## config.mk

```make
export PLATFORM = sky130hd
export DESIGN_NAME = system_mgmt_interrupt_gen
export DESIGN_NICKNAME = d
export VERILOG_FILES = /design/src/mgmt_irq_pkg.sv /design/src/input_debounce.sv /design/src/system_mgmt_interrupt_gen.sv
export SDC_FILE = /design/constraint.sdc
export NUM_CORES = 1
export LEC_CHECK = 0
export BUFFER_PORTS_ARGS = -buffer_cell sky130_fd_sc_hd__buf_4
export CAP_MARGIN = 10
export CORE_MARGIN = 10
export CORE_UTILIZATION = 50
export CTS_CLUSTER_DIAMETER = 50
export DETAILED_ROUTE_END_ITERATION = 6
export PLACE_DENSITY = 0.71
export SYNTH_ARGS = -nofsm -noshare
export SYNTH_HDL_FRONTEND = slang
export SYNTH_SLANG_ARGS = --single-unit
```

## constraint.sdc

```tcl
create_clock -name sys_clk_i -period 2.9 [get_ports sys_clk_i]
set_clock_uncertainty 0.15 [all_clocks]
set_input_delay 0.58 -clock sys_clk_i [delete_from_list [all_inputs] [get_ports sys_clk_i]]
set_output_delay 0.58 -clock sys_clk_i [all_outputs]
set_load 0.01 [all_outputs]
```

## src/mgmt_irq_pkg.sv

```systemverilog
// Constants, register map and types for the management interrupt block
package mgmt_irq_pkg;

    // ------------------------------------------------------------
    // Clock and timing
    // ------------------------------------------------------------
    localparam int unsigned CLK_HZ = 100_000_000;
    localparam int unsigned DEBOUNCE_MS = 16;
    localparam int unsigned OVERRIDE_S = 4;
    localparam int unsigned DEBOUNCE_CYC_DEF = CLK_HZ / 1000 * DEBOUNCE_MS;
    localparam int unsigned OVERRIDE_CYC_DEF = CLK_HZ * OVERRIDE_S;
    localparam int unsigned CNT_W = 32;
    localparam int unsigned EOI_GAP_CYC = 1;

    // ------------------------------------------------------------
    // Register offsets (byte addresses)
    // ------------------------------------------------------------
    localparam logic [7:0] ADDR_CTRL = 8'h00;
    localparam logic [7:0] ADDR_STATUS = 8'h04;
    localparam logic [7:0] ADDR_ENABLE = 8'h08;
    localparam logic [7:0] ADDR_MASK = 8'h0c;

    // ------------------------------------------------------------
    // Control register fields
    // ------------------------------------------------------------
    localparam int unsigned CTRL_GLOBAL_EN = 0;
    localparam int unsigned CTRL_EOH = 1;
    localparam int unsigned CTRL_ROUTE = 2;
    localparam int unsigned CTRL_COVER_POL = 3;
    localparam int unsigned CTRL_OVR_EN = 4;

    // ------------------------------------------------------------
    // Status / enable / mask fields
    // ------------------------------------------------------------
    localparam int unsigned NUM_EV = 3;
    localparam int unsigned EV_BUTTON = 0;
    localparam int unsigned EV_COVER = 1;
    localparam int unsigned EV_OVERRIDE = 2;
    localparam int unsigned ST_SUMMARY = 8;

    localparam logic [NUM_EV-1:0] EV_RESET = 3'h0;
    localparam logic [NUM_EV-1:0] WAKE_EVENTS = 3'h3;

    typedef enum logic [1:0] {
        IRQ_ARMED,
        IRQ_ACTIVE,
        IRQ_GAP
    } irq_state_t;

endpackage : mgmt_irq_pkg

```

## src/input_debounce.sv

```systemverilog
// Synchronise and debounce one input pin
`timescale 1ns/1ps
`default_nettype none
module input_debounce #(
    parameter logic [31:0] HOLD_CYC = 32'd1_600_000
) (
    // Clock and reset
    input wire logic sys_clk_i,
    input wire logic rst_i,
    // Pin and filtered level
    input wire logic pin_i,
    output logic level_o
);

    typedef struct packed {
        logic sync1;
        logic sync2;
        logic level;
        logic [31:0] cnt;
    } deb_state_t;

    deb_state_t s_q;
    deb_state_t s_d;

    always_comb begin
        s_d = s_q;
        s_d.sync1 = pin_i;
        s_d.sync2 = s_q.sync1;
        // Level moves only after it has held still the whole window
        if (s_q.sync2 == s_q.level) begin
            s_d.cnt = 32'h0;
        end else if (s_q.cnt >= HOLD_CYC - 32'h1) begin
            s_d.level = s_q.sync2;
            s_d.cnt = 32'h0;
        end else begin
            s_d.cnt = s_q.cnt + 32'h1;
        end
    end

    always_ff @(posedge sys_clk_i) begin
        if (rst_i) begin
            s_q <= '0;
        end else begin
            s_q <= s_d;
        end
    end

    assign level_o = s_q.level;

endmodule : input_debounce
`default_nettype wire

```

## src/system_mgmt_interrupt_gen.sv

```systemverilog
// Management interrupt generation with power button and cover switch inputs
// Functional notes
// - Management interrupts appear only while the global enable bit is set.
// - An enabled event clears the end-of-handler bit and mgmt_irq_n is held low until the bit is set again.
// - Events during an open handler still set status but add no further assertion.
// - Setting the end-of-handler bit drives mgmt_irq_n high for at least one clock before reassertion.
// - Setting the bit while enabled status is pending in an open handler leaves it clear and keeps mgmt_irq_n low.
// - A write setting the bit has no effect in an open handler while any enabled status bit remains set.
// - The route select bit sends enabled events to the ACPI interrupt when 1, else to the management interrupt.
// - Each event sets its own status bit and the bits, gated by the enable register, are ORed into a summary bit.
// - The summary bit ignores software clears and falls only when all enabled children are clear.
// - The power button is debounced for 16 ms and then sets its status and may interrupt.
// - A button held beyond 4 s with override enabled clears button status, sets override status and requests soft-off.
// - The cover switch is debounced for 16 ms and then sets its status and may interrupt.
// - A polarity bit chooses which cover switch level counts as asserted.
// - Button and cover events can also raise the ACPI interrupt or a wake request.
//
// The plain strobed port and the register addresses were left to the implementer.
`timescale 1ns/1ps
`default_nettype none
module system_mgmt_interrupt_gen #(
    parameter logic [31:0] DEBOUNCE_CYC = 32'(mgmt_irq_pkg::DEBOUNCE_CYC_DEF),
    parameter logic [31:0] OVERRIDE_CYC = 32'(mgmt_irq_pkg::OVERRIDE_CYC_DEF)
) (
    // Clock and reset
    input wire logic sys_clk_i,
    input wire logic rst_i,
    // Register port
    input wire logic [7:0] reg_addr_i,
    input wire logic [31:0] reg_wdata_i,
    input wire logic reg_wr_i,
    input wire logic reg_rd_i,
    output logic [31:0] reg_rdata_o,
    // Pins from the board
    input wire logic power_button_n_i,
    input wire logic cover_switch_i,
    // Toward processor and power sequencer
    output logic mgmt_irq_n_o,
    output logic acpi_irq_o,
    output logic wake_o,
    output logic soft_off_o,
    // Masked interrupt of the status block
    output logic irq_o
);

    // ------------------------------------------------------------
    // State
    // ------------------------------------------------------------
    typedef struct packed {
        logic global_en;
        logic eoh;
        logic route;
        logic cover_pol;
        logic ovr_en;
        logic [mgmt_irq_pkg::NUM_EV-1:0] status;
        logic [mgmt_irq_pkg::NUM_EV-1:0] enable;
        logic [mgmt_irq_pkg::NUM_EV-1:0] mask;
        logic btn_prev;
        logic cover_prev;
        logic ovr_done;
        logic [mgmt_irq_pkg::CNT_W-1:0] hold_cnt;
        mgmt_irq_pkg::irq_state_t st;
        logic mgmt_irq_n;
        logic acpi_irq;
        logic wake;
        logic soft_off;
        logic [31:0] rdata;
    } state_t;

    state_t s_q;
    state_t s_d;

    logic btn_level;
    logic cover_level;
    logic cover_asserted;
    logic [mgmt_irq_pkg::NUM_EV-1:0] ev_set;
    logic [mgmt_irq_pkg::NUM_EV-1:0] wr_clear;
    logic [mgmt_irq_pkg::NUM_EV-1:0] status_next;
    logic summary;
    logic wr_ctrl;
    logic eoh_write;

    // ------------------------------------------------------------
    // Input filters
    // ------------------------------------------------------------
    // Button debounce
    input_debounce #(
        .HOLD_CYC(DEBOUNCE_CYC)
    ) u_btn_deb (
        .sys_clk_i(sys_clk_i),
        .rst_i(rst_i),
        .pin_i(~power_button_n_i),
        .level_o(btn_level)
    );

    input_debounce #(
        .HOLD_CYC(DEBOUNCE_CYC)
    ) u_cover_deb (
        .sys_clk_i(sys_clk_i),
        .rst_i(rst_i),
        .pin_i(cover_switch_i),
        .level_o(cover_level)
    );

    assign cover_asserted = s_q.cover_pol ? cover_level : ~cover_level;

    // ------------------------------------------------------------
    // Events and status
    // ------------------------------------------------------------
    assign wr_ctrl = reg_wr_i && (reg_addr_i == mgmt_irq_pkg::ADDR_CTRL);
    assign eoh_write = wr_ctrl && reg_wdata_i[mgmt_irq_pkg::CTRL_EOH];

    always_comb begin
        ev_set = '0;
        ev_set[mgmt_irq_pkg::EV_BUTTON] = btn_level && !s_q.btn_prev;
        ev_set[mgmt_irq_pkg::EV_COVER] = cover_asserted && !s_q.cover_prev;
        ev_set[mgmt_irq_pkg::EV_OVERRIDE] = s_q.ovr_en && btn_level && !s_q.ovr_done
            && (s_q.hold_cnt >= OVERRIDE_CYC - 32'h1);
    end

    assign wr_clear = (reg_wr_i && reg_addr_i == mgmt_irq_pkg::ADDR_STATUS)
        ? reg_wdata_i[mgmt_irq_pkg::NUM_EV-1:0] : '0;

    genvar g;
    generate
        for (g = 0; g < mgmt_irq_pkg::NUM_EV; g++) begin : g_status
            // Write one clears, a new event wins over the clear
            if (g == mgmt_irq_pkg::EV_BUTTON) begin : g_btn
                assign status_next[g] = ev_set[g]
                    || (s_q.status[g] && !wr_clear[g] && !ev_set[mgmt_irq_pkg::EV_OVERRIDE]);
            end else begin : g_other
                assign status_next[g] = ev_set[g] || (s_q.status[g] && !wr_clear[g]);
            end
        end
    endgenerate

    // No clear path of its own, it follows its children
    assign summary = |(s_q.status & s_q.enable);

    // ------------------------------------------------------------
    // Next state
    // ------------------------------------------------------------
    always_comb begin
        s_d = s_q;
        s_d.status = status_next;
        s_d.btn_prev = btn_level;
        s_d.cover_prev = cover_asserted;

        // Long press timer, runs only while the button is held
        if (!btn_level) begin
            s_d.hold_cnt = '0;
            s_d.ovr_done = 1'b0;
        end else if (ev_set[mgmt_irq_pkg::EV_OVERRIDE]) begin
            s_d.ovr_done = 1'b1;
        end else if (!s_q.ovr_done) begin
            s_d.hold_cnt = s_q.hold_cnt + 32'h1;
        end

        if (ev_set[mgmt_irq_pkg::EV_OVERRIDE]) begin
            s_d.soft_off = 1'b1;
        end

        if (reg_wr_i) begin
            case (reg_addr_i)
                mgmt_irq_pkg::ADDR_CTRL: begin
                    s_d.global_en = reg_wdata_i[mgmt_irq_pkg::CTRL_GLOBAL_EN];
                    s_d.route = reg_wdata_i[mgmt_irq_pkg::CTRL_ROUTE];
                    s_d.cover_pol = reg_wdata_i[mgmt_irq_pkg::CTRL_COVER_POL];
                    s_d.ovr_en = reg_wdata_i[mgmt_irq_pkg::CTRL_OVR_EN];
                end
                mgmt_irq_pkg::ADDR_ENABLE: begin
                    s_d.enable = reg_wdata_i[mgmt_irq_pkg::NUM_EV-1:0];
                end
                mgmt_irq_pkg::ADDR_MASK: begin
                    s_d.mask = reg_wdata_i[mgmt_irq_pkg::NUM_EV-1:0];
                end
                default: begin
                end
            endcase
        end

        // Handshake with the handler
        case (s_q.st)
            mgmt_irq_pkg::IRQ_ARMED: begin
                s_d.mgmt_irq_n = 1'b1;
                // Only when routed to the management interrupt
                if (s_q.global_en && !s_q.route && s_q.eoh && summary) begin
                    s_d.eoh = 1'b0;
                    s_d.mgmt_irq_n = 1'b0;
                    s_d.st = mgmt_irq_pkg::IRQ_ACTIVE;
                end else if (eoh_write) begin
                    s_d.eoh = 1'b1;
                end
            end
            mgmt_irq_pkg::IRQ_ACTIVE: begin
                // Held low, new events only mark status
                s_d.mgmt_irq_n = 1'b0;
                if (eoh_write && !summary) begin
                    s_d.eoh = 1'b1;
                    s_d.mgmt_irq_n = 1'b1;
                    s_d.st = mgmt_irq_pkg::IRQ_GAP;
                end
            end
            mgmt_irq_pkg::IRQ_GAP: begin
                // Stays high this cycle whatever arrives
                s_d.mgmt_irq_n = 1'b1;
                s_d.st = mgmt_irq_pkg::IRQ_ARMED;
                // Pending work reasserts from ARMED next cycle
            end
            default: begin
                s_d.st = mgmt_irq_pkg::IRQ_ARMED;
                s_d.mgmt_irq_n = 1'b1;
            end
        endcase

        // ACPI path, level while routed and pending
        // Button and cover also usable as ACPI sources
        s_d.acpi_irq = s_q.route && summary;
        // Wake request from button or cover
        s_d.wake = |(s_q.status & s_q.enable & mgmt_irq_pkg::WAKE_EVENTS);

        // Read data valid only in the cycle after the strobe
        s_d.rdata = 32'h0;
        if (reg_rd_i) begin
            case (reg_addr_i)
                mgmt_irq_pkg::ADDR_CTRL: begin
                    s_d.rdata[mgmt_irq_pkg::CTRL_GLOBAL_EN] = s_q.global_en;
                    s_d.rdata[mgmt_irq_pkg::CTRL_EOH] = s_q.eoh;
                    s_d.rdata[mgmt_irq_pkg::CTRL_ROUTE] = s_q.route;
                    s_d.rdata[mgmt_irq_pkg::CTRL_COVER_POL] = s_q.cover_pol;
                    s_d.rdata[mgmt_irq_pkg::CTRL_OVR_EN] = s_q.ovr_en;
                end
                mgmt_irq_pkg::ADDR_STATUS: begin
                    s_d.rdata[mgmt_irq_pkg::NUM_EV-1:0] = s_q.status;
                    s_d.rdata[mgmt_irq_pkg::ST_SUMMARY] = summary;
                end
                mgmt_irq_pkg::ADDR_ENABLE: begin
                    s_d.rdata[mgmt_irq_pkg::NUM_EV-1:0] = s_q.enable;
                end
                mgmt_irq_pkg::ADDR_MASK: begin
                    s_d.rdata[mgmt_irq_pkg::NUM_EV-1:0] = s_q.mask;
                end
                default: begin
                    s_d.rdata = 32'h0;
                end
            endcase
        end
    end

    // ------------------------------------------------------------
    // Registers
    // ------------------------------------------------------------
    always_ff @(posedge sys_clk_i) begin
        if (rst_i) begin
            s_q <= '0;
            s_q.mgmt_irq_n <= 1'b1;
            s_q.st <= mgmt_irq_pkg::IRQ_ARMED;
            s_q.status <= mgmt_irq_pkg::EV_RESET;
            // Filter level resets low, which reads as asserted with polarity 0; no false edge
            s_q.cover_prev <= 1'b1;
        end else begin
            s_q <= s_d;
        end
    end

    // ------------------------------------------------------------
    // Outputs
    // ------------------------------------------------------------
    assign mgmt_irq_n_o = s_q.mgmt_irq_n;
    assign acpi_irq_o = s_q.acpi_irq;
    assign wake_o = s_q.wake;
    assign soft_off_o = s_q.soft_off;
    assign reg_rdata_o = s_q.rdata;
    // Local level interrupt, independent of the handler handshake
    assign irq_o = |(s_q.status & s_q.mask);

endmodule : system_mgmt_interrupt_gen
`default_nettype wire

```

==> out/qor.tcl, run 1 <==
set qor(n_fill_cell) 928
set qor(worst_ir_drop_vdd_v) 0.000456
set qor(worstReg2RegEnd) {u_cover_deb.s_q[14]}
set qor(power_leakage_nw) 2.29
set qor(n_antenna_cell) 0
set qor(reg2reg_depth) 7
set qor(cts_root_buffer) {clkbuf_16}
set qor(min_delay_path_depth) 2
set qor(area_delta_synth_final_pct) 14.8
set qor(avgViaCountPerCell) 5.50
set qor(setup.worst_path.start) {u_cover_deb.s_q[0]}
set qor(final_period_minus_worst_setup_slack_ns) 2.43
set qor(pre_cts_worst_setup_slack_ns) 0.466
set qor(timing.rr.start) {u_cover_deb.s_q[0]}
set qor(critical_path_peak_fanout) 12
set qor(antenna_violations_before_repair) 0
set qor(clkSlewWorstSetupHoldPaths_ns) 0.06
set qor(worst-r2r-setup-slack_ns) 0.47
set qor(wl_um) 11700
set qor(clk_latency_ns) 0.41
set qor(max_freq_mhz) 411
set qor(coreArea_mm2) 0.0110
set qor(drive_above_1_share_pct) 11.2
set qor(utilization_pct) 59.3
set qor(clk_path_buf_depth) 2
set qor(synth_top_cell_area_share_pct) 46.2
set qor(setup_slack_ns) 0.468
set qor(timing.critical_path.to_type) {register}
set qor(min_to) {u_btn_deb.s_d[33]}
set qor(dr.pass1.iters) 6
set qor(synth-seq-cells) 131
set qor(max_cap_violations) 0
set qor(holdCritPathClass) {in -> reg}
set qor(die_h_um) 126
set qor(worstPathArrival_ns) 2.63
set qor(aggregate_global_routing_overflow) 0
set qor(gp_routability_congestion) 0.854
set qor(first_global_vias) 4460
set qor(synth-edff-count) 0
set qor(first_iter_violations) 261
set qor(grt_first_pass_wirelength_um) 20000
set qor(sequential_cell_area_mm2) 0.00262
set qor(die-width_um) 126
set qor(synth.top_cells.by_count) {dfxtp_1, nor2_1, nand2_1, a21oi_1, nand3_1}
set qor(final_max_slew_viol_count) 0
set qor(run_status) {finished clean}
set qor(grt_max_degree) 30
set qor(final.setup.tns_ns) 0
set qor(numCtsBuffers) 17
set qor(worst_max_slew_pin_slew_ns) 0.877
set qor(cts.sink_count) 131
set qor(ys_dominant_reg_cell) {dfxtp_1}
set qor(tritoncts) {built}
set qor(slew_headroom_pct) 41.0
set qor(synth.avg_cell_area_um2) 9.15
set qor(worst-setup-path-type) {reg -> reg}
set qor(combined_area_of_the_multi_input_logic_cells_mm2) 0.00282
set qor(num_vias) 4502
set qor(holdWs_ns) 0.167
set qor(power.density_cell_area_mw_per_mm2) 613
set qor(synth.distinct_cells) 54
set qor(cts.htree.levels) 4
set qor(postCtsSetupRepairBufs) 0
set qor(synth.top_cells.by_area) {dfxtp_1, nor2_1, buf_4}
set qor(worstPathRequired_ns) 3.10
set qor(synth.yosys.seq_area_share_pct) 46.2
set qor(period_share_pct) 83.9
set qor(postSynth.asyncResetShare_pct) 0
set qor(netlist.top_cell.by_area) {dfxtp_1}
set qor(floorplan.die_area_mm2) 0.0160
set qor(netlist_area_mm2) 0.00567
set qor(cts_hold_buf) 0
set qor(grt_setup_unrepaired) {no}
set qor(port-buffer-count) 29
set qor(synth_most_common_cell) {dfxtp_1}
set qor(detail-route-antenna-nets) 0
set qor(cts_repair_resize_count) 0
set qor(hp-start) {power_button_n_i}
set qor(ioPinCount) 83
set qor(final-setup-viol-count) 0
set qor(cp-start-kind) {register}
set qor(hpwl_um) 8040
set qor(drt-wirelength-per-cell_um) 14.3
set qor(timing_hold_violations_final) 0
set qor(nets) 715
set qor(overall_routing_resource_usage_pct) 14.6
set qor(placement_rows) 38
set qor(yosysWarnings) 0
set qor(drc) 0
set qor(synth_cells) 620
set qor(floorplan.initialDensity_pct) 51.6
==> routing by layer <==
layer | wire [um] | vias up | GRT usage (%)
met2 | 6020 | 78 | 25.4
met5 | 0 | - | 0
met4 | 154 | 0 | 6.63
met3 | 420 | 15 | 3.87
met1 | 5150 | 2162 | 16.3
li1 | - | 2247 | -
==> where the power goes <==
| group | total, mW | internal [mW] | leakage, nW | switching (mW) |
|---|---|---|---|---|
| sequential | 1.83 | 1.82 | 1.06 | 0.00801 |
| clock | 2.09 | 1.27 | 0.278 | 0.816 |
| combinational | 0.0696 | 0.0258 | 0.944 | 0.0437 |
==> worst max-delay path, cell delays in order, from the launching register on <==
cell      delay (ns)
dfxtp_1         0.34
ha_1            0.28
nand2_1         0.14
o31ai_1         0.11
a311oi_1        0.58
nand2_1         0.36
buf_4           0.28
nor2_1          0.11
==> cell usage in the layout, fill, tap and decap left out, types with 11 or more instances in the layout <==
master	synthesis	final
nor2_1	78	78
xnor2_1	19	19
mux2i_1	11	11
dfxtp_1	131	131
inv_1	13	13
a21oi_1	38	38
and3_1	12	12
xor2_1	22	22
nand4_1	16	16
clkbuf_16	0	17
nand2_1	40	40
nand3_1	37	37
conb_1	1	48
o31ai_1	23	23
or4_1	21	21
buf_4	32	34
nor4_1	15	15
==> per-stage QoR <==
step	total power, mW	cell area [um2]	std cells
floorplan	1.93	5850	667
global placement	1.93	5920	787
detailed placement	1.94	5920	787
CTS	4.02	6510	819
global route	4.10	6510	819
finish	3.99	6510	819
==> worst max-delay path by stage <==
stage / to / slack, ns / depth (start not counted)
6_report: u_cover_deb.s_q[14] / 0.47 / 7
3_3_place_gp: s_q[37] / 0.50 / 6
4_1_cts: u_cover_deb.s_q[8] / 0.48 / 7
3_5_place_dp: s_q[37] / 0.47 / 6
5_1_grt: s_q[56] / 0.21 / 6
2_1_floorplan: s_q[45] / 0.72 / 7
==> sequential cells by signal (all words and copies together) (netlist names) <==
register and cells:
u_cover_deb.s_d 1, acpi_irq_o 1, u_cover_deb.level_o 1, mgmt_irq_n_o 1, u_cover_deb.s_q 33, u_btn_deb.s_q 33, u_btn_deb.s_d 1, u_btn_deb.level_o 1
soft_off_o 1, wake_o 1, s_q 51, reg_rdata_o 6
==> final cells by class <==
cell class | instances | share of cell area, %
clock inverter | 14 | 2.36
tap | 140 | 2.69
sequential | 131 | 40.3
timing repair buffer | 34 | 3.92
multi-input combinational | 469 | 43.4
clock buffer | 18 | 6.59
inverter | 13 | 0.750
==> logic make-up (layout without fill, tap and decap cells) <==
| group | after synthesis | in the layout | synth area share (%) |
|---|---|---|---|
| other | 1 | 48 | 0.0661 |
| xor gates and xnor gates | 41 | 41 | 6.33 |
| DFF | 131 | 131 | 46.2 |
| AOI/OAI and AO/OA | 97 | 97 | 11.9 |
| buffers and inverters | 67 | 79 | 7.08 |
| adders and majority gates | 3 | 3 | 0.662 |
| and+or+nand+nor | 266 | 266 | 24.6 |
| muxes | 14 | 14 | 3.13 |
Note: power is estimated with default switching activity, not from simulation.
==> run 2, diff against run 1 <==
==> constraint.sdc (replaced) <==
create_clock -name sys_clk_i -period 2.35 [get_ports sys_clk_i]
set_clock_uncertainty 0.15 [all_clocks]
set_input_delay 0.47 -clock sys_clk_i [delete_from_list [all_inputs] [get_ports sys_clk_i]]
set_output_delay 0.47 -clock sys_clk_i [all_outputs]
set_load 0.01 [all_outputs]
==> run 2 against run 1 <==
Compared with the run above:
- critical path depth decreased by 1
- design area rose by 2.9%
- largest power group unchanged
- first-iteration DRC count is 24% higher
- count of clock-buffer cells in the layout rose by 2
- critical path type unchanged
==> out/qor.tcl, run 2 (synthesized netlist as in run 1, its figures left out) <==
set qor(n_fill_cell) 922 ;# -0.65%
set qor(timing_hold_violations_final) 0 ;# unchanged
set qor(die_h_um) 126 ;# unchanged
set qor(hpwl_um) 7940 ;# -1.3%
set qor(run_status) {finished clean}
set qor(final_period_minus_worst_setup_slack_ns) 2.24 ;# -0.192 ns
set qor(n_antenna_cell) 0 ;# unchanged
set qor(placed_area_mm2) 0.00603 ;# +1.8%
set qor(worstPathRequired_ns) 2.55 ;# -0.55 ns
set qor(power_leakage_nw) 2.44 ;# +6.6%
set qor(largest_reg_flops) 51 ;# unchanged
set qor(slew_headroom_pct) 47.2 ;# +6.2 points
set qor(cts_root_buffer) {clkbuf_16}
set qor(critical_path_peak_fanout) 13 ;# +1
set qor(final-setup-viol-count) 0 ;# unchanged
set qor(coreArea_mm2) 0.0110 ;# unchanged
set qor(utilization_pct) 61.0 ;# +1.7 points
set qor(cts.htree.levels) 4 ;# unchanged
set qor(aggregate_global_routing_overflow) 0 ;# unchanged
set qor(overall_routing_resource_usage_pct) 14.7 ;# +0.059 points
set qor(tritoncts) {built}
set qor(period_share_pct) 95.4 ;# +11 points
set qor(drive_above_1_share_pct) 13.5 ;# +2.3 points
set qor(floorplan.initialDensity_pct) 51.6 ;# unchanged
set qor(timing.critical_path.buf_inv) 0 ;# -1
set qor(clk_path_buf_depth) 2 ;# unchanged
set qor(crit_chain) {ha_1 -> and4_1 -> and3_4 -> o2111a_2 -> or4_1 -> a21oi_1}
set qor(grt_first_pass_wirelength_um) 19900 ;# -0.66%
set qor(floorplan.die_area_mm2) 0.0160 ;# unchanged
set qor(crit_slowest_cell) {or4_1}
set qor(critical_path.max_stage_delay_ns) 0.50 ;# -0.08 ns
set qor(power.density_cell_area_mw_per_mm2) 766 ;# +25%
set qor(drc) 0 ;# unchanged
set qor(max_freq_mhz) 446 ;# +8.6%
set qor(final_max_slew_viol_count) 0 ;# unchanged
set qor(final_common_cell) {dfxtp_1}
set qor(clk_latency_ns) 0.42 ;# about the same
set qor(wl_um) 11900 ;# +1.6%
set qor(worst_max_slew_pin_slew_ns) 0.792 ;# -0.0854 ns
set qor(antenna_violations_before_repair) 0 ;# unchanged
set qor(cp-start-kind) {register}
set qor(first_global_vias) 4318 ;# -3.2%
set qor(grt_setup_unrepaired) {no}
set qor(grt_max_degree) 31 ;# +3.3%
set qor(detail-route-antenna-nets) 0 ;# unchanged
set qor(die-width_um) 126 ;# unchanged
set qor(worst_ir_drop_vdd_v) 0.000600 ;# +31%
set qor(worst-setup-path-type) {reg -> reg}
set qor(numCtsBuffers) 17 ;# unchanged
set qor(worstPathArrival_ns) 2.44 ;# -0.19 ns
set qor(gp_routability_congestion) 0.855 ;# +0.16%
set qor(dr.pass1.iters) 5 ;# -1
set qor(holdCritPathClass) {in -> reg}
set qor(drt-wirelength-per-cell_um) 14.3 ;# -0.37%
set qor(top_library_cells_by_usage_in_the_layout_fill_and_taps_aside) {dfxtp_1, nor2_1, buf_4}
set qor(clkSlewWorstSetupHoldPaths_ns) 0.06 ;# about the same
set qor(first_iter_violations) 323 ;# +24%
set qor(num_vias) 4528 ;# +0.58%
set qor(max_cap_violations) 0 ;# unchanged
set qor(port-buffer-count) 29 ;# unchanged
set qor(cts.sink_count) 131 ;# unchanged
set qor(top_register) {s_q}
set qor(avgViaCountPerCell) 5.42 ;# -1.3%
set qor(placement_rows) 38 ;# unchanged
set qor(ioPinCount) 83 ;# unchanged
set qor(timing.critical_path.to_type) {register}
set qor(power.total_mw) 5.13 ;# +29%
set qor(nets) 731 ;# +2.2%
set qor(largestRegisters) {s_q x51, u_btn_deb.s_q x33, u_cover_deb.s_q x33}
set qor(final_cell_area_mm2) 0.00670 ;# +2.9%
set qor(delay_heaviest_family_cp) {simple AND/OR/NAND/NOR gates}
set qor(area_delta_synth_final_pct) 18.1
-- run 2: cell types whose count changed in the layout (fill, tap and decap cells not counted), moves of 2 or more --
cell,delta
clkbuf_8,+3
clkinvlp_4,-2
clkinv_2,-2
buf_4,+15
-- run 2: metrics by stage --
stage / setup TNS, ns / setup slack [ns] / instances / hold WS (ns)
finish: 0 / 0.109 / 835 / 0.0484
global route: 0 / 0.00875 / 835 / 0.0466
CTS: 0 / 0.000865 / 833 / 0.0408
detailed placement: -0.000178 / -0.000178 / 801 / 0.245
global placement: 0 / 0.106 / 801 / 0.236
floorplan: 0 / 0.174 / 667 / 0.232
-- run 2: path summary, 6_finish.rpt --
check                        start                end  slack, ns  cells past startpoint
setup reg to reg           s_q[38]            s_q[44]       0.11                      6
hold / removal    power_button_n_i  u_btn_deb.s_d[33]       0.05                      2
hold reg to reg            s_q[72]            s_q[79]       0.25                      1
setup / recovery           s_q[38]            s_q[44]       0.11                      6
-- run 2: metal layers --
layer,vias to the layer above,routed length [um],GRT usage (%)
met5,-,0,0
met4,0,149,5.36
met3,15,524,4.46
met2,91,6070,25.5
met1,2133,5180,16.6
li1,2289,-,-
-- run 2: timing repair --
action | CTS | global route
hold buffers | 0 | 0
resized for setup | 0 | 4
buffers inserted | 0 | 1
endpoints found under the setup margin | 0 | 25
endpoints found under the hold margin | 0 | 0
-- run 2: cell type report --
class	instances	area, um2	area share (%)
multi-input cells	470	2850	42.5
flip-flops and latches	131	2620	39.1
clock buffers	20	467	6.97
repair buffers	49	368	5.49
well taps	140	175	2.61
clock inverters	12	168	2.50
inverters	13	48.8	0.728
-- run 2: power by group --
| part | total, mW | internal [mW] | switching (mW) | leakage, nW |
|---|---|---|---|---|
| clock network | 2.78 | 1.77 | 1.01 | 0.309 |
| registers | 2.26 | 2.25 | 0.00991 | 1.06 |
| logic | 0.0886 | 0.0336 | 0.0550 | 1.06 |
-- run 2: worst register-to-register path, cell delays in order (launching register included) --
cell      delay [ns]
dfxtp_1         0.33
ha_1            0.24
and4_1          0.24
and3_4          0.20
o2111a_2        0.35
or4_1           0.51
a21oi_1         0.15
==> run 3, diff against run 2 <==
--- a/config.mk
+++ b/config.mk
@@ -7,11 +7,13 @@
 export LEC_CHECK = 0
 export BUFFER_PORTS_ARGS = -buffer_cell sky130_fd_sc_hd__buf_4
 export CAP_MARGIN = 10
+export CELL_PAD_IN_SITES_DETAIL_PLACEMENT = 0
+export CELL_PAD_IN_SITES_GLOBAL_PLACEMENT = 1
 export CORE_MARGIN = 10
-export CORE_UTILIZATION = 50
+export CORE_UTILIZATION = 43
 export CTS_CLUSTER_DIAMETER = 50
 export DETAILED_ROUTE_END_ITERATION = 6
-export PLACE_DENSITY = 0.71
+export PLACE_DENSITY_LB_ADDON = 0.1
 export SYNTH_ARGS = -nofsm -noshare
 export SYNTH_HDL_FRONTEND = slang
 export SYNTH_SLANG_ARGS = --single-unit
==> run 3 against run 2 <==
Compared with the run above:
- sequential power is essentially flat
- die area grew 14%
- non-clock buffer count grew 3
- worst hold slack better by 0.018 ns
- total power decreased by 6.9%
- final cell count increased by 4.2%
- design area about the same
- count of clock-buffer cells in the layout grew 1
- worst setup slack improved by 0.033 ns
- largest cell class unchanged
==> out/qor.tcl, run 3 (synthesized netlist as in run 1, its figures left out) <==
set qor(holdWs_ns) 0.0669 ;# +0.0184 ns
set qor(final_common_cell) {dfxtp_1}
set qor(setup_slack_ns) 0.142 ;# +0.0327 ns
set qor(worst_max_slew_pin_slew_ns) 0.726 ;# -0.0656 ns
set qor(overall_routing_resource_usage_pct) 13.3 ;# -1.3 points
set qor(numCtsBuffers) 17 ;# unchanged
set qor(drive_above_1_share_pct) 14.0 ;# +0.51 points
set qor(final_max_slew_viol_count) 0 ;# unchanged
set qor(top_register) {s_q}
set qor(power.internal_mw) 3.74 ;# -7.8%
set qor(cts.sink_count) 131 ;# unchanged
set qor(floorplan.die_area_mm2) 0.0182 ;# +14%
set qor(die_h_um) 135 ;# +6.6%
set qor(aggregate_global_routing_overflow) 0 ;# unchanged
set qor(grt_use_met3_pct) 3.93 ;# -0.52 points
set qor(hpwl_um) 8090 ;# +1.9%
set qor(worstPathArrival_ns) 2.41 ;# -0.03 ns
set qor(max_cap_violations) 0 ;# unchanged
set qor(timing_hold_violations_final) 0 ;# unchanged
set qor(port-buffer-count) 29 ;# unchanged
set qor(grt_busiest_layer) {met2}
set qor(cts_hold_buf) 0 ;# unchanged
set qor(final_cell_area_mm2) 0.00670 ;# about the same
set qor(pwr-share-seq_pct) 47.3 ;# +3.3 points
set qor(power.share.clock_pct) 50.8 ;# -3.4 points
set qor(postCtsSetupRepairBufs) 0 ;# unchanged
set qor(met1_usage_pct) 15.6 ;# -0.99 points
set qor(power_leakage_nw) 2.38 ;# -2.5%
set qor(cts_root_buffer) {clkbuf_16}
set qor(top_library_cells_by_usage_in_the_layout_fill_and_taps_aside) {dfxtp_1, nor2_1, buf_4}
set qor(timing.critical_path.to_type) {register}
set qor(drt-wirelength-per-cell_um) 13.5 ;# -5.4%
set qor(area_delta_synth_final_pct) 18.1 ;# about the same
set qor(combinationalPowerShare_pct) 1.9 ;# +0.2 points
set qor(run_status) {finished clean}
set qor(n_fill_cell) 1243 ;# +35%
set qor(floorplan.initialDensity_pct) 44.4 ;# -7.2 points
set qor(switching_power_mw) 1.03 ;# -3.6%
set qor(crit_slowest_cell) {or4_1}
set qor(slew_headroom_pct) 51.6 ;# +4.4 points
set qor(cts_repair_resize_count) 0 ;# unchanged
set qor(max_freq_mhz) 453 ;# +1.5%
set qor(n_antenna_cell) 0 ;# unchanged
set qor(gp_routability_congestion) 0.789 ;# -7.8%
set qor(ioPinCount) 83 ;# unchanged
set qor(crit_chain) {ha_1 -> and4_1 -> and3_4 -> o2111a_2 -> or4_1 -> a21oi_1}
set qor(antenna_violations_before_repair) 0 ;# unchanged
set qor(worst-setup-path-type) {reg -> reg}
set qor(cp-start-kind) {register}
set qor(grt_first_pass_wirelength_um) 20000 ;# +0.90%
set qor(placement_rows) 41 ;# +7.9%
set qor(coreArea_mm2) 0.0128 ;# +16%
set qor(placed_area_mm2) 0.00611 ;# +1.4%
set qor(final.setup.tns_ns) 0 ;# unchanged
set qor(num_vias) 4420 ;# -2.4%
set qor(cts.htree.levels) 4 ;# unchanged
set qor(die-width_um) 135 ;# +6.6%
set qor(detail-route-antenna-nets) 0 ;# unchanged
set qor(grt_max_degree) 31 ;# unchanged
set qor(tritoncts) {built}
set qor(critical_path_peak_fanout) 14 ;# +1
set qor(pre_cts_worst_setup_slack_ns) 0.0592 ;# +0.0594 ns
set qor(nets) 734 ;# +0.41%
set qor(period_share_pct) 94.0 ;# -1.4 points
set qor(wl_um) 11800 ;# -1.5%
set qor(largest_reg_flops) 51 ;# unchanged
set qor(final-setup-viol-count) 0 ;# unchanged
set qor(clkSlewWorstSetupHoldPaths_ns) 0.06 ;# about the same
set qor(final_cells) 870 ;# +4.2%
set qor(groute.layer.met2.usage_pct) 22.4 ;# -3.1 points
set qor(avgViaCountPerCell) 5.08 ;# -6.3%
set qor(sw_frac_of_total_pct) 21.7 ;# +0.75 points
set qor(clk_path_buf_depth) 2 ;# unchanged
set qor(worstPathRequired_ns) 2.55 ;# about the same
set qor(power.density_cell_area_mw_per_mm2) 713 ;# -6.9%
set qor(final_period_minus_worst_setup_slack_ns) 2.21 ;# -0.0327 ns
set qor(dr.pass1.iters) 5 ;# unchanged
set qor(drc) 0 ;# unchanged
set qor(clk_latency_ns) 0.41 ;# about the same
set qor(first_global_vias) 4339 ;# +0.49%
set qor(critical_path.max_stage_delay_ns) 0.50 ;# about the same
set qor(first_iter_violations) 256 ;# -21%
set qor(total_placed_cells_including_tap_cells) 837 ;# +4.5%
set qor(largestRegisters) {s_q x51, u_btn_deb.s_q x33, u_cover_deb.s_q x33}
set qor(holdCritPathClass) {in -> reg}
set qor(worst_ir_drop_vdd_v) 0.000454 ;# -24%
-- run 3: per-stage QoR --
step	total power, mW	util, %
floorplan	2.39	-
global placement	2.39	47.8
detailed placement	2.39	47.8
CTS	4.84	52.2
global route	4.94	52.4
finish	4.77	52.4
-- run 3: area by class of cell --
| type | count | area [um2] | share of cell area, % |
|---|---|---|---|
| Multi-Input combinational cell | 470 | 2850 | 42.5 |
| Timing Repair Buffer | 52 | 403 | 6.02 |
| Inverter | 13 | 48.8 | 0.729 |
| Sequential cell | 131 | 2620 | 39.2 |
| Tap cell | 172 | 215 | 3.21 |
| Clock inverter | 11 | 78.8 | 1.18 |
| Clock buffer | 21 | 480 | 7.17 |
-- run 3: worst paths after layout --
check,end,slack (ns),cells after the start,startpoint
max,s_q[51],0.14,6,s_q[39]
min,u_btn_deb.s_d[33],0.07,2,power_button_n_i
max reg2reg,s_q[51],0.14,6,s_q[39]
min reg2reg,s_q[79],0.25,1,s_q[72]
-- run 3: power by group through the flow --
| stage | Sequential (mW) | Combinational (mW) | Clock (mW) |
|---|---|---|---|
| 6_report | 2.26 | 0.0902 | 2.43 |
| 5_1_grt | 2.26 | 0.102 | 2.58 |
| 4_1_cts | 2.26 | 0.0883 | 2.49 |
| 3_5_place_dp | 2.31 | 0.0879 | 0 |
| 3_3_place_gp | 2.30 | 0.0871 | 0 |
| 2_1_floorplan | 2.30 | 0.0831 | 0 |
-- run 3: critical path: cells and delay by family (launching register included) --
kind,cells,cell delay [ns]
simple gates,3,0.94
compound gates,2,0.52
flops,1,0.33
fa+ha+maj,1,0.19
-- run 3: layer usage --
metal | share of wire (%) | up-vias
li1 | - | 2302
met1 | 47 | 2049
met2 | 48 | 57
met3 | 3.3 | 12
met4 | 1.3 | 0
met5 | 0 | -
